[src/common/therm_pkg.sv]
// Purpose: Shared constants for the thermal event control block
// Assumes: 40 MHz mclk_i, 64-bit register words
// Notes:   Timing figures are kept in their own unit and converted here
package therm_pkg;
  localparam int SENS_N        = 4;
  localparam int CLK_PERIOD_NS = 25;

  // Averaging window for the environmental interface
  localparam int AVG_WINDOW_MS     = 256;
  localparam int AVG_SAMPLES       = 256;
  localparam int AVG_SAMPLE_CYCLES = AVG_WINDOW_MS * 1000000 / CLK_PERIOD_NS / AVG_SAMPLES;

  // Clock modulation period and duty granularity (sixteenths)
  localparam int MOD_PERIOD_US     = 32;
  localparam int MOD_PERIOD_CYCLES = MOD_PERIOD_US * 1000 / CLK_PERIOD_NS;
  localparam int MOD_STEP_CYCLES   = MOD_PERIOD_CYCLES / 16;
  localparam logic [3:0] CIRC_DUTY = 4'h4;
  localparam logic       FINE_STEP = 1'h1;

  // External hot response bound and internal step-down pace
  localparam int EXT_RESP_US       = 100;
  localparam int EXT_RESP_CYCLES   = EXT_RESP_US * 1000 / CLK_PERIOD_NS;
  localparam int THROT_STEP_MS     = 1;
  localparam int THROT_STEP_CYCLES = THROT_STEP_MS * 1000000 / CLK_PERIOD_NS;
  localparam int CRIT_DWELL_MS     = 4;
  localparam int CRIT_CYCLES       = CRIT_DWELL_MS * 1000000 / CLK_PERIOD_NS;
  localparam logic [2:0] THROT_MAX = 3'h7;

  // Trip point: ten degrees above the junction limit
  localparam logic signed [7:0] TRIP_LIMIT = 8'hF6;

  // Register addresses
  localparam logic [15:0] CORE_STAT_ADDR = 16'h019C;
  localparam logic [15:0] LIMIT_ADDR     = 16'h01A2;
  localparam logic [15:0] PKG_STAT_ADDR  = 16'h01B1;

  // Status field positions
  localparam int ST_ACT      = 0;
  localparam int ST_ACT_LOG  = 1;
  localparam int ST_HOT      = 2;
  localparam int ST_HOT_LOG  = 3;
  localparam int ST_CRIT     = 4;
  localparam int ST_CRIT_LOG = 5;
  localparam int ST_T1       = 6;
  localparam int ST_T1_LOG   = 7;
  localparam int ST_T2       = 8;
  localparam int ST_T2_LOG   = 9;
  localparam int ST_READ_LSB = 16;
  localparam int ST_VALID    = 31;

  // Limit reference field positions and reset values
  localparam int LIM_TAU_LSB = 0;
  localparam int LIM_TJ_LSB  = 16;
  localparam int LIM_OFS_LSB = 24;
  localparam logic [7:0] JLIM_DEFAULT  = 8'h64;
  localparam logic [5:0] OFS_RST       = 6'h00;
  localparam logic [6:0] TAU_RST       = 7'h00;
endpackage : therm_pkg

[src/common/therm_link_if.sv]
// Purpose: Carrier between the thermal top and its helper modules
// Assumes: All signals on mclk_i
// Notes:   hot_min is the hottest sensor margin, lower means hotter
interface therm_link_if;
  logic [6:0] hot_min;
  logic [6:0] avg_temp;
  logic       mod_en;
  logic [3:0] mod_duty;
  logic       clk_on;

  modport top_mp (output hot_min, mod_en, mod_duty, input avg_temp, clk_on);
  modport avg_mp (input hot_min, output avg_temp);
  modport mod_mp (input mod_en, mod_duty, output clk_on);
endinterface : therm_link_if

[src/rtl/thermal_event_control.sv]
// Purpose: Package thermal event logic: activation, hot pin, trip, modulation
// Assumes: Sensor margins come from logic on mclk_i; hot pin is active low
// Notes:   Overview of operation follows
// Overview of operation
// - Environmental read returns hottest-sensor average over 256 ms.
// - Core status read returns the selected sensor's instantaneous value; package status read returns the hottest.
// - Readings are degrees below junction limit, offset not applied.
// - Readout saturates at the junction limit, never above.
// - Reading at activation point activates thermal control and throttles.
// - Two programmable thresholds can raise interrupts on crossing.
// - Hot pin is asserted while thermal control is active.
// - Hot pin assertion ignores adaptive monitor enabling.
// - After reset the hot pin is input only.
// - External hot assertion forces lowest performance state at once.
// - External hot assertion does not engage clock modulation.
// - Lowest state holds until the external agent releases the pin.
// - Optional interrupt on both edges of external hot.
// - While driving the pin, external assertion is not seen.
// - External response under 100 us; internal steps are slow.
// - Idle drops pin drive; wake reasserts if still hot.
// - Environmental averaging keeps running in every idle state.
// - Damaging temperature shuts down and asserts trip output.
// - Sustained activation sets critical status while it lasts and latches sticky bit.
// - Active thermal modulation duty overrides software duty.
// - I/O-emulated request duty beats register-based request duty.
// - Thermal modulation is 25 percent on with 32 us period.
// - Software duty in 12.5 or 6.25 percent steps, step discoverable.
module thermal_event_control #(
  parameter int STEP_CYCLES = therm_pkg::THROT_STEP_CYCLES,
  parameter int CRIT_CYCLES = therm_pkg::CRIT_CYCLES,
  parameter int AVG_CYCLES  = therm_pkg::AVG_SAMPLE_CYCLES,
  parameter logic [7:0] JLIM = therm_pkg::JLIM_DEFAULT
) (
  input  wire logic                                mclk_i,
  input  wire logic                                reset_i,
  input  wire logic [therm_pkg::SENS_N-1:0][7:0]   sensor_raw_i,
  input  wire logic [1:0]                          sensor_sel_i,
  input  wire logic [6:0]                          thr1_i,
  input  wire logic [6:0]                          thr2_i,
  input  wire logic                                thr_int_en_i,
  input  wire logic                                hot_int_en_i,
  input  wire logic                                crit_int_en_i,
  input  wire logic                                bidir_en_i,
  input  wire logic                                idle_i,
  input  wire logic                                odm_en_i,
  input  wire logic [3:0]                          odm_duty_i,
  input  wire logic                                io_odm_en_i,
  input  wire logic [3:0]                          io_odm_duty_i,
  input  wire logic                                hot_pin_i,
  output logic                                     hot_pin_o,
  output logic                                     hot_pin_oe_o,
  input  wire logic                                msr_rd_i,
  input  wire logic                                msr_wr_i,
  input  wire logic [15:0]                         msr_addr_i,
  input  wire logic [63:0]                         msr_wdata_i,
  output logic [63:0]                              msr_rdata_o,
  output logic                                     msr_rvalid_o,
  output logic [6:0]                               env_temp_o,
  output logic                                     circuit_active_o,
  output logic [2:0]                               throttle_level_o,
  output logic                                     lowest_perf_o,
  output logic                                     clk_on_o,
  output logic                                     fine_step_o,
  output logic                                     therm_irq_o,
  output logic                                     overtemp_shutdown_n_o
);
  typedef struct packed {
    logic        hot_s1, hot_s2, ext_hot, drive, lowest;
    logic        act, act_log, hot_log, crit, crit_log;
    logic        t1, t1_log, t2, t2_log, trip, irq, rvalid;
    logic [2:0]  level;
    logic [23:0] step_cnt, crit_cnt;
    logic [5:0]  ofs;
    logic [6:0]  tau;
    logic [63:0] rdata;
  } state_t;

  state_t st_reg;
  state_t st_next;
  therm_link_if link ();

  logic [therm_pkg::SENS_N-1:0][6:0] sat_temp;
  logic [6:0] hot_min;
  logic       circ_hit;
  logic       circ_mod;
  logic       ext;
  logic       trip_now;
  logic [3:0] sw_duty;

  // Margin clamp: a reading past the limit reads as zero
  function automatic logic [6:0] sat_margin(input logic [7:0] raw);
    return raw[7] ? 7'h00 : raw[6:0];
  endfunction : sat_margin

  // Address match shared by read and write paths
  function automatic logic hit(input logic [15:0] addr, input logic [15:0] base);
    return addr == base;
  endfunction : hit

  ////////////////////////////////////////////////////////////////////////////
  // Sensor saturation and hottest reading
  generate
    for (genvar i = 0; i < therm_pkg::SENS_N; i++) begin : g_sat
      assign sat_temp[i] = sat_margin(sensor_raw_i[i]);
    end
  endgenerate

  // Lowest margin is the hottest sensor; trip check on raw values
  always_comb begin
    hot_min  = 7'h7F;
    trip_now = 1'b0;
    for (int i = 0; i < therm_pkg::SENS_N; i++) begin
      if (sat_temp[i] < hot_min) begin
        hot_min = sat_temp[i];
      end
      if ($signed(sensor_raw_i[i]) <= therm_pkg::TRIP_LIMIT) begin
        trip_now = 1'b1;
      end
    end
  end

  ////////////////////////////////////////////////////////////////////////////
  // Activation and modulation arbitration
  assign circ_hit = hot_min <= {1'b0, st_reg.ofs};
  assign circ_mod = st_reg.act && (st_reg.level == therm_pkg::THROT_MAX);
  assign ext     = !st_reg.hot_s2 && !st_reg.drive;
  assign sw_duty = therm_pkg::FINE_STEP ? odm_duty_i : {odm_duty_i[3:1], 1'b0};

  // Thermal duty first, then I/O request, then register request
  always_comb begin
    link.hot_min  = hot_min;
    link.mod_en   = circ_mod || odm_en_i || io_odm_en_i;
    link.mod_duty = sw_duty;
    if (circ_mod) begin
      link.mod_duty = therm_pkg::CIRC_DUTY;
    end else if (io_odm_en_i) begin
      link.mod_duty = io_odm_duty_i;
    end
  end

  ////////////////////////////////////////////////////////////////////////////
  // State update
  always_comb begin
    st_next        = st_reg;
    st_next.irq    = 1'b0;
    st_next.hot_s1 = hot_pin_i;
    st_next.hot_s2 = st_reg.hot_s1;
    st_next.act    = circ_hit;
    st_next.drive  = bidir_en_i && circ_hit && !idle_i;
    st_next.ext_hot = ext;
    st_next.lowest = ext;
    st_next.t1     = hot_min <= thr1_i;
    st_next.t2     = hot_min <= thr2_i;
    st_next.trip   = st_reg.trip || trip_now;

    // Gradual internal step-down while active, recovery otherwise
    st_next.step_cnt = st_reg.step_cnt + 24'h00_0001;
    if (st_reg.step_cnt == 24'(STEP_CYCLES - 1)) begin
      st_next.step_cnt = 24'h00_0000;
      if (st_reg.act && st_reg.level != therm_pkg::THROT_MAX) begin
        st_next.level = st_reg.level + 3'h1;
      end else if (!st_reg.act && st_reg.level != 3'h0) begin
        st_next.level = st_reg.level - 3'h1;
      end
    end

    // Sustained activation becomes critical
    st_next.crit_cnt = st_reg.act ? st_reg.crit_cnt + 24'h00_0001 : 24'h00_0000;
    if (st_reg.act && st_reg.crit_cnt == 24'(CRIT_CYCLES - 1)) begin
      st_next.crit     = 1'b1;
      st_next.crit_cnt = st_reg.crit_cnt;
    end
    if (!st_reg.act) begin
      st_next.crit = 1'b0;
    end

    // Writes: limit fields, and zero-to-clear on sticky bits
    if (msr_wr_i && hit(msr_addr_i, therm_pkg::LIMIT_ADDR)) begin
      st_next.ofs = msr_wdata_i[therm_pkg::LIM_OFS_LSB +: 6];
      st_next.tau = msr_wdata_i[therm_pkg::LIM_TAU_LSB +: 7];
    end
    if (msr_wr_i && (hit(msr_addr_i, therm_pkg::CORE_STAT_ADDR) || hit(msr_addr_i, therm_pkg::PKG_STAT_ADDR))) begin
      st_next.act_log = st_reg.act_log && msr_wdata_i[therm_pkg::ST_ACT_LOG];
      st_next.hot_log = st_reg.hot_log && msr_wdata_i[therm_pkg::ST_HOT_LOG];
      st_next.t1_log  = st_reg.t1_log && msr_wdata_i[therm_pkg::ST_T1_LOG];
      st_next.t2_log  = st_reg.t2_log && msr_wdata_i[therm_pkg::ST_T2_LOG];
    end
    if (msr_wr_i && hit(msr_addr_i, therm_pkg::PKG_STAT_ADDR)) begin
      st_next.crit_log = st_reg.crit_log && msr_wdata_i[therm_pkg::ST_CRIT_LOG];
    end

    // Event sets come last so they win over a same-cycle clear
    if (circ_hit && !st_reg.act) begin
      st_next.act_log = 1'b1;
    end
    if (ext != st_reg.ext_hot) begin
      st_next.hot_log = 1'b1;
      st_next.irq     = hot_int_en_i;
    end
    if (st_next.t1 != st_reg.t1) begin
      st_next.t1_log = 1'b1;
      st_next.irq    = st_next.irq || thr_int_en_i;
    end
    if (st_next.t2 != st_reg.t2) begin
      st_next.t2_log = 1'b1;
      st_next.irq    = st_next.irq || thr_int_en_i;
    end
    if (st_next.crit && !st_reg.crit) begin
      st_next.crit_log = 1'b1;
      st_next.irq      = st_next.irq || crit_int_en_i;
    end

    // Read data, registered
    st_next.rvalid = msr_rd_i;
    st_next.rdata  = 64'h0000_0000_0000_0000;
    if (msr_rd_i && hit(msr_addr_i, therm_pkg::LIMIT_ADDR)) begin
      st_next.rdata[therm_pkg::LIM_TAU_LSB +: 7] = st_reg.tau;
      st_next.rdata[therm_pkg::LIM_TJ_LSB +: 8]  = JLIM;
      st_next.rdata[therm_pkg::LIM_OFS_LSB +: 6] = st_reg.ofs;
    end else if (msr_rd_i && (hit(msr_addr_i, therm_pkg::CORE_STAT_ADDR) || hit(msr_addr_i, therm_pkg::PKG_STAT_ADDR))) begin
      st_next.rdata[therm_pkg::ST_ACT]     = st_reg.act;
      st_next.rdata[therm_pkg::ST_ACT_LOG] = st_reg.act_log;
      st_next.rdata[therm_pkg::ST_HOT]     = st_reg.ext_hot;
      st_next.rdata[therm_pkg::ST_HOT_LOG] = st_reg.hot_log;
      st_next.rdata[therm_pkg::ST_T1]      = st_reg.t1;
      st_next.rdata[therm_pkg::ST_T1_LOG]  = st_reg.t1_log;
      st_next.rdata[therm_pkg::ST_T2]      = st_reg.t2;
      st_next.rdata[therm_pkg::ST_T2_LOG]  = st_reg.t2_log;
      st_next.rdata[therm_pkg::ST_VALID]   = 1'b1;
      st_next.rdata[therm_pkg::ST_READ_LSB +: 7] = sat_temp[sensor_sel_i];
      if (hit(msr_addr_i, therm_pkg::PKG_STAT_ADDR)) begin
        st_next.rdata[therm_pkg::ST_CRIT]     = st_reg.crit;
        st_next.rdata[therm_pkg::ST_CRIT_LOG] = st_reg.crit_log;
        st_next.rdata[therm_pkg::ST_READ_LSB +: 7] = hot_min;
      end
    end
  end

  always_ff @(posedge mclk_i) begin
    if (reset_i) begin
      st_reg        <= '0;
      st_reg.hot_s1 <= 1'b1;
      st_reg.hot_s2 <= 1'b1;
      st_reg.ofs    <= therm_pkg::OFS_RST;
      st_reg.tau    <= therm_pkg::TAU_RST;
    end else begin
      st_reg <= st_next;
    end
  end

  ////////////////////////////////////////////////////////////////////////////
  // Helpers
  hot_average #(
    .SAMPLE_CYCLES (AVG_CYCLES)
  ) u_avg (
    .mclk_i  (mclk_i),
    .reset_i (reset_i),
    .link    (link.avg_mp)
  );

  clock_modulator u_mod (
    .mclk_i  (mclk_i),
    .reset_i (reset_i),
    .link    (link.mod_mp)
  );

  // Outputs
  assign hot_pin_o             = 1'b0;
  assign hot_pin_oe_o          = st_reg.drive;
  assign msr_rdata_o           = st_reg.rdata;
  assign msr_rvalid_o          = st_reg.rvalid;
  assign env_temp_o            = link.avg_temp;
  assign circuit_active_o      = st_reg.act;
  assign throttle_level_o      = st_reg.level;
  assign lowest_perf_o         = st_reg.lowest;
  assign clk_on_o              = link.clk_on;
  assign fine_step_o           = therm_pkg::FINE_STEP;
  assign therm_irq_o           = st_reg.irq;
  assign overtemp_shutdown_n_o = !st_reg.trip;
endmodule : thermal_event_control

[src/rtl/hot_average.sv]
// Purpose: Windowed average of the hottest sensor margin
// Assumes: hot_min is already saturated
// Notes:   256 samples per window, result updates once per window
module hot_average #(
  parameter int SAMPLE_CYCLES = therm_pkg::AVG_SAMPLE_CYCLES
) (
  input  wire logic   mclk_i,
  input  wire logic   reset_i,
  therm_link_if.avg_mp link
);
  typedef struct packed {
    logic [23:0] cnt;
    logic [7:0]  idx;
    logic [14:0] acc;
    logic [6:0]  avg;
  } avg_state_t;

  avg_state_t st_reg;
  avg_state_t st_next;

  // Sample once per tick, divide the full sum by 256 at wrap
  always_comb begin
    st_next = st_reg;
    st_next.cnt = st_reg.cnt + 24'h00_0001;
    if (st_reg.cnt == 24'(SAMPLE_CYCLES - 1)) begin
      st_next.cnt = 24'h00_0000;
      st_next.idx = st_reg.idx + 8'h01;
      st_next.acc = st_reg.acc + {8'h00, link.hot_min};
      if (st_reg.idx == 8'hFF) begin
        st_next.avg = st_next.acc[14:8];
        st_next.acc = 15'h0000;
      end
    end
  end

  always_ff @(posedge mclk_i) begin
    if (reset_i) begin
      st_reg <= '0;
    end else begin
      st_reg <= st_next;
    end
  end

  assign link.avg_temp = st_reg.avg;
endmodule : hot_average

[src/rtl/clock_modulator.sv]
// Purpose: Fixed-period clock gate with a duty in sixteenths
// Assumes: Duty zero while enabled keeps the clock stopped
// Notes:   Period is a fixed count of core clock cycles, 32 us at 40 MHz
module clock_modulator (
  input  wire logic   mclk_i,
  input  wire logic   reset_i,
  therm_link_if.mod_mp link
);
  typedef struct packed {
    logic [10:0] phase;
    logic        on;
  } mod_state_t;

  mod_state_t st_reg;
  mod_state_t st_next;
  logic [10:0] on_len;

  // On-time length of the current duty
  assign on_len = 11'(link.mod_duty * therm_pkg::MOD_STEP_CYCLES);

  // Free phase counter and registered gate
  always_comb begin
    st_next = st_reg;
    st_next.phase = st_reg.phase + 11'h001;
    if (st_reg.phase == 11'(therm_pkg::MOD_PERIOD_CYCLES - 1)) begin
      st_next.phase = 11'h000;
    end
    st_next.on = !link.mod_en || (st_reg.phase < on_len);
  end

  always_ff @(posedge mclk_i) begin
    if (reset_i) begin
      st_reg <= {11'h000, 1'h1};
    end else begin
      st_reg <= st_next;
    end
  end

  assign link.clk_on = st_reg.on;
endmodule : clock_modulator

[config.mk]
export PLATFORM = sky130hd
export DESIGN_NAME = thermal_event_control
export DESIGN_NICKNAME = d
export VERILOG_FILES = /design/src/common/therm_pkg.sv /design/src/common/therm_link_if.sv /design/src/rtl/thermal_event_control.sv /design/src/rtl/hot_average.sv /design/src/rtl/clock_modulator.sv
export SDC_FILE = /design/constraint.sdc
export NUM_CORES = 1
export LEC_CHECK = 0
export ABC_AREA = 1
export BUFFER_PORTS_ARGS = -buffer_cell sky130_fd_sc_hd__buf_4
export CAP_MARGIN = 20
export CORE_MARGIN = 1
export CORE_UTILIZATION = 43
export CTS_BUF_LIST = sky130_fd_sc_hd__clkbuf_4 sky130_fd_sc_hd__clkbuf_8
export DETAILED_ROUTE_END_ITERATION = 16
export MAX_ROUTING_LAYER = met4
export PLACE_DENSITY = 0.66
export SLEW_MARGIN = 25
export SYNTH_ARGS = -nofsm -noshare
export SYNTH_HDL_FRONTEND = slang
export SYNTH_SLANG_ARGS = --single-unit
[constraint.sdc]
create_clock -name mclk_i -period 9.6 [get_ports mclk_i]
set_clock_uncertainty 0.15 [all_clocks]
set_input_delay 1.92 -clock mclk_i [delete_from_list [all_inputs] [get_ports mclk_i]]
set_output_delay 1.92 -clock mclk_i [all_outputs]
set_load 0.02 [all_outputs]
==> flow_summary.json <==
{
  "worstHoldPathType": "reg2reg",
  "detail_route.drc_violations": 0,
  "power.static_leakage_nw": 4.94,
  "flip_flop_count_of_the_largest_register_after_layout": 71,
  "drive_gt1_share_pct": 15.7,
  "post_cts_resized": 0,
  "final_nets": 1682,
  "grt_first_pass_wirelength_microns": 38000,
  "io_pins": 231,
  "fp-row-count": 55,
  "layout.core_utilization_pct": 49.5,
  "synth.area.top_cells": "sky130_fd_sc_hd__dfxtp_1 (34%), sky130_fd_sc_hd__inv_1 (7.9%), sky130_fd_sc_hd__ha_1 (7.5%)",
  "worst_pin_slew_ns": 0.874,
  "synth_top_cell_by_area": "sky130_fd_sc_hd__dfxtp_1",
  "setup_tns_ns": 0,
  "achievable-frequency_ghz": 0.123,
  "first_global_vias": 8174,
  "clk_slew_on_worst_s_h_paths_ns": 0.10,
  "synth_edf_count": 0,
  "ir_worst_vdd_uv": 67.5,
  "grt_use_total_pct": 20.5,
  "timing_hold_violations_final": 0,
  "filler_cell_count": 2293,
  "worst_setup_path_start_kind": "primary input",
  "cts_tree": "yes",
  "crit_family": "simple AND/OR/NAND/NOR gates",
  "async_flop_share_pct": 0,
  "dominantRegCellSynth": "sky130_fd_sc_hd__dfxtp_1",
  "floorplan.die.height_microns": 154,
  "yosys_register_bits": 170,
  "postSynthCellCount": 1373,
  "crit_path_frequent_cell": "sky130_fd_sc_hd__nor2_1",
  "totalPowerFinal_mw": 1.58,
  "finalSetupViolations": 0,
  "place_hpwl_microns": 18100,
  "max-clock-path-buffers": 2,
  "layout-area-overhead-vs-synth_pct": 13.0,
  "run_status": "complete, no violations",
  "maxCapViolations": 0,
  "start_util_pct": 43.8,
  "rrSetupSlack_ns": 6.15,
  "numCtsBuffers": 17,
  "drt-initial-drc-count": 356,
  "syn-cell-area_sq_um": 9890,
  "worst-path-stages": 37,
  "grt_setup_unrepaired": "no",
  "finalWorstPathRequiredPeriod_ns": 8.13,
  "syn_area_per_cell_sq_um": 7.20,
  "h_tree_levels": 4,
  "yosysWarningCount": 0,
  "num_antenna_cells": 0,
  "synth_largest_type_area_fraction_pct": 34.4,
  "via_count": 8776,
  "routed_wirelength_microns": 22700,
  "fin_crit_sh_pct": 84.6,
  "holdBufCountCts": 0,
  "cts_sinks": 170,
  "die_area_sq_um": 23600,
  "slowest_stage": "sky130_fd_sc_hd__a211oi_1",
  "critPathMaxFanout": 13,
  "cp_data_arrival_time_ns": 8.32,
  "grt_overflow": 0,
  "buffer_ports.inserted": 139,
  "worst_r2r_path_depth": 16,
  "p_per_area_nw_per_um2": 142,
  "post_cts.repair.setup_buffers": 0,
  "crit_type": "in2reg",
  "pin_count_of_the_biggest_net_entering_global_routing": 33,
  "seq_area_frac_synth_pct": 34.4,
  "cp-end-kind": "register",
  "timing.hold.worst_path_depth": 2,
  "coreArea_sq_um": 22600,
  "cts-root-buf": "sky130_fd_sc_hd__clkbuf_8",
  "critical_path.max_stage_delay_ns": 0.43,
  "post_synth_most_frequent_cells": "sky130_fd_sc_hd__inv_1 (207), sky130_fd_sc_hd__nand2_1 (194), sky130_fd_sc_hd__dfxtp_1 (170)",
  "die_width_microns": 154,
  "grt_antenna_before_repair": 0,
  "place_congestion": 0.966,
  "post_drt_via_cell_ratio": 4.96,
  "synth_most_common_cell": "sky130_fd_sc_hd__inv_1",
  "final_max_slew_viol_count": 0,
  "synth.distinct_cells": 53,
  "cp.buffers_inverters": 4,
  "remaining_antenna_violation_count": 0,
  "dr.pass1.iters": 6,
  "cp_required_ns": 9.79,
  "max-slew-margin-rel_pct": 41.6,
  "routedWlPerCell_microns": 12.8,
  "clk_latency_ns": 0.48
}
where the power goes:
part	total, mW	switching (mW)	internal [mW]
registers	0.729	0.00928	0.720
logic	0.346	0.215	0.131
clock network	0.509	0.284	0.226
layout by cell type (no fill, tap or decap), drive strengths merged, types with 11 or more instances in the layout:
master	netlist	layout
a211oi	18	18
a21oi	97	97
a31oi	11	11
buf	79	142
clkbuf	23	20
conb	2	42
dfxtp	170	170
ha	59	59
inv	215	222
nand2	210	210
nand3	69	69
nand4	23	23
nor2	156	156
nor3	47	47
nor3b	18	18
nor4	15	15
o21ai	78	78
xor2	16	16
kinds of logic after synthesis:
family | share of synthesized area [%]
AO/OA/AOI/OAI | 14.2
XOR/XNOR | 1.86
adder cells (fa/ha/maj) | 8.07
buffers and inverters | 15.1
flip-flops | 34.4
multiplexers | 0.101
other | 0.0759
AND/OR/NAND/NOR | 26.2
metal layers:
layer	global-route usage (%)	vias up	part of all wire [%]
li1	-	4599	-
met1	25.0	3953	47
met2	34.1	198	47
met3	3.83	26	4.6
met4	6.48	0	1.9
met5	-	-	0
final timing paths:
kind                       startpoint                end
setup reg to reg  throttle_level_o[0]  u_mod.link.clk_on
hold reg to reg           st_reg[133]     msr_rdata_o[7]
setup / recovery     sensor_raw_i[15]   u_avg.st_reg[21]
hold / removal            st_reg[133]     msr_rdata_o[7]
layout make-up:
| type | instances | area (sq um) | share of cell area (%) |
|---|---|---|---|
| multi-input cells | 924 | 5150 | 46.0 |
| clock inverters | 12 | 128 | 1.14 |
| inverters | 217 | 815 | 7.29 |
| clock buffers | 20 | 263 | 2.35 |
| repair buffers | 142 | 1070 | 9.54 |
| well taps | 285 | 357 | 3.19 |
| flip-flops and latches | 170 | 3400 | 30.4 |
worst reg2reg max path, stage by stage, from the launching register on:
cell,delay [ns]
sky130_fd_sc_hd__dfxtp_1,0.48
sky130_fd_sc_hd__nand3_1,0.17
sky130_fd_sc_hd__nor2_1,0.44
sky130_fd_sc_hd__inv_1,0.15
sky130_fd_sc_hd__nand2_1,0.14
sky130_fd_sc_hd__inv_1,0.05
sky130_fd_sc_hd__ha_1,0.28
sky130_fd_sc_hd__ha_1,0.17
sky130_fd_sc_hd__inv_1,0.06
sky130_fd_sc_hd__fa_1,0.37
sky130_fd_sc_hd__xnor2_1,0.15
sky130_fd_sc_hd__ha_1,0.27
sky130_fd_sc_hd__nand2_1,0.06
sky130_fd_sc_hd__inv_1,0.06
sky130_fd_sc_hd__nand4_1,0.10
sky130_fd_sc_hd__o211ai_1,0.09
sky130_fd_sc_hd__o311ai_0,0.14
through the flow:
step | hold slack, ns | setup slack (ns) | area [sq um] | instances
finish | 0.285 | 1.47 | 11200 | 1770
CTS | 0.290 | 1.51 | 11200 | 1770
global placement | 0.257 | 1.19 | 10800 | 1738
floorplan | 0.239 | 1.50 | 10000 | 1413
global route | 0.306 | 0.842 | 11200 | 1770
detailed placement | 0.254 | 1.01 | 10800 | 1738
No activity file was read; power rests on OpenSTA's default activity.
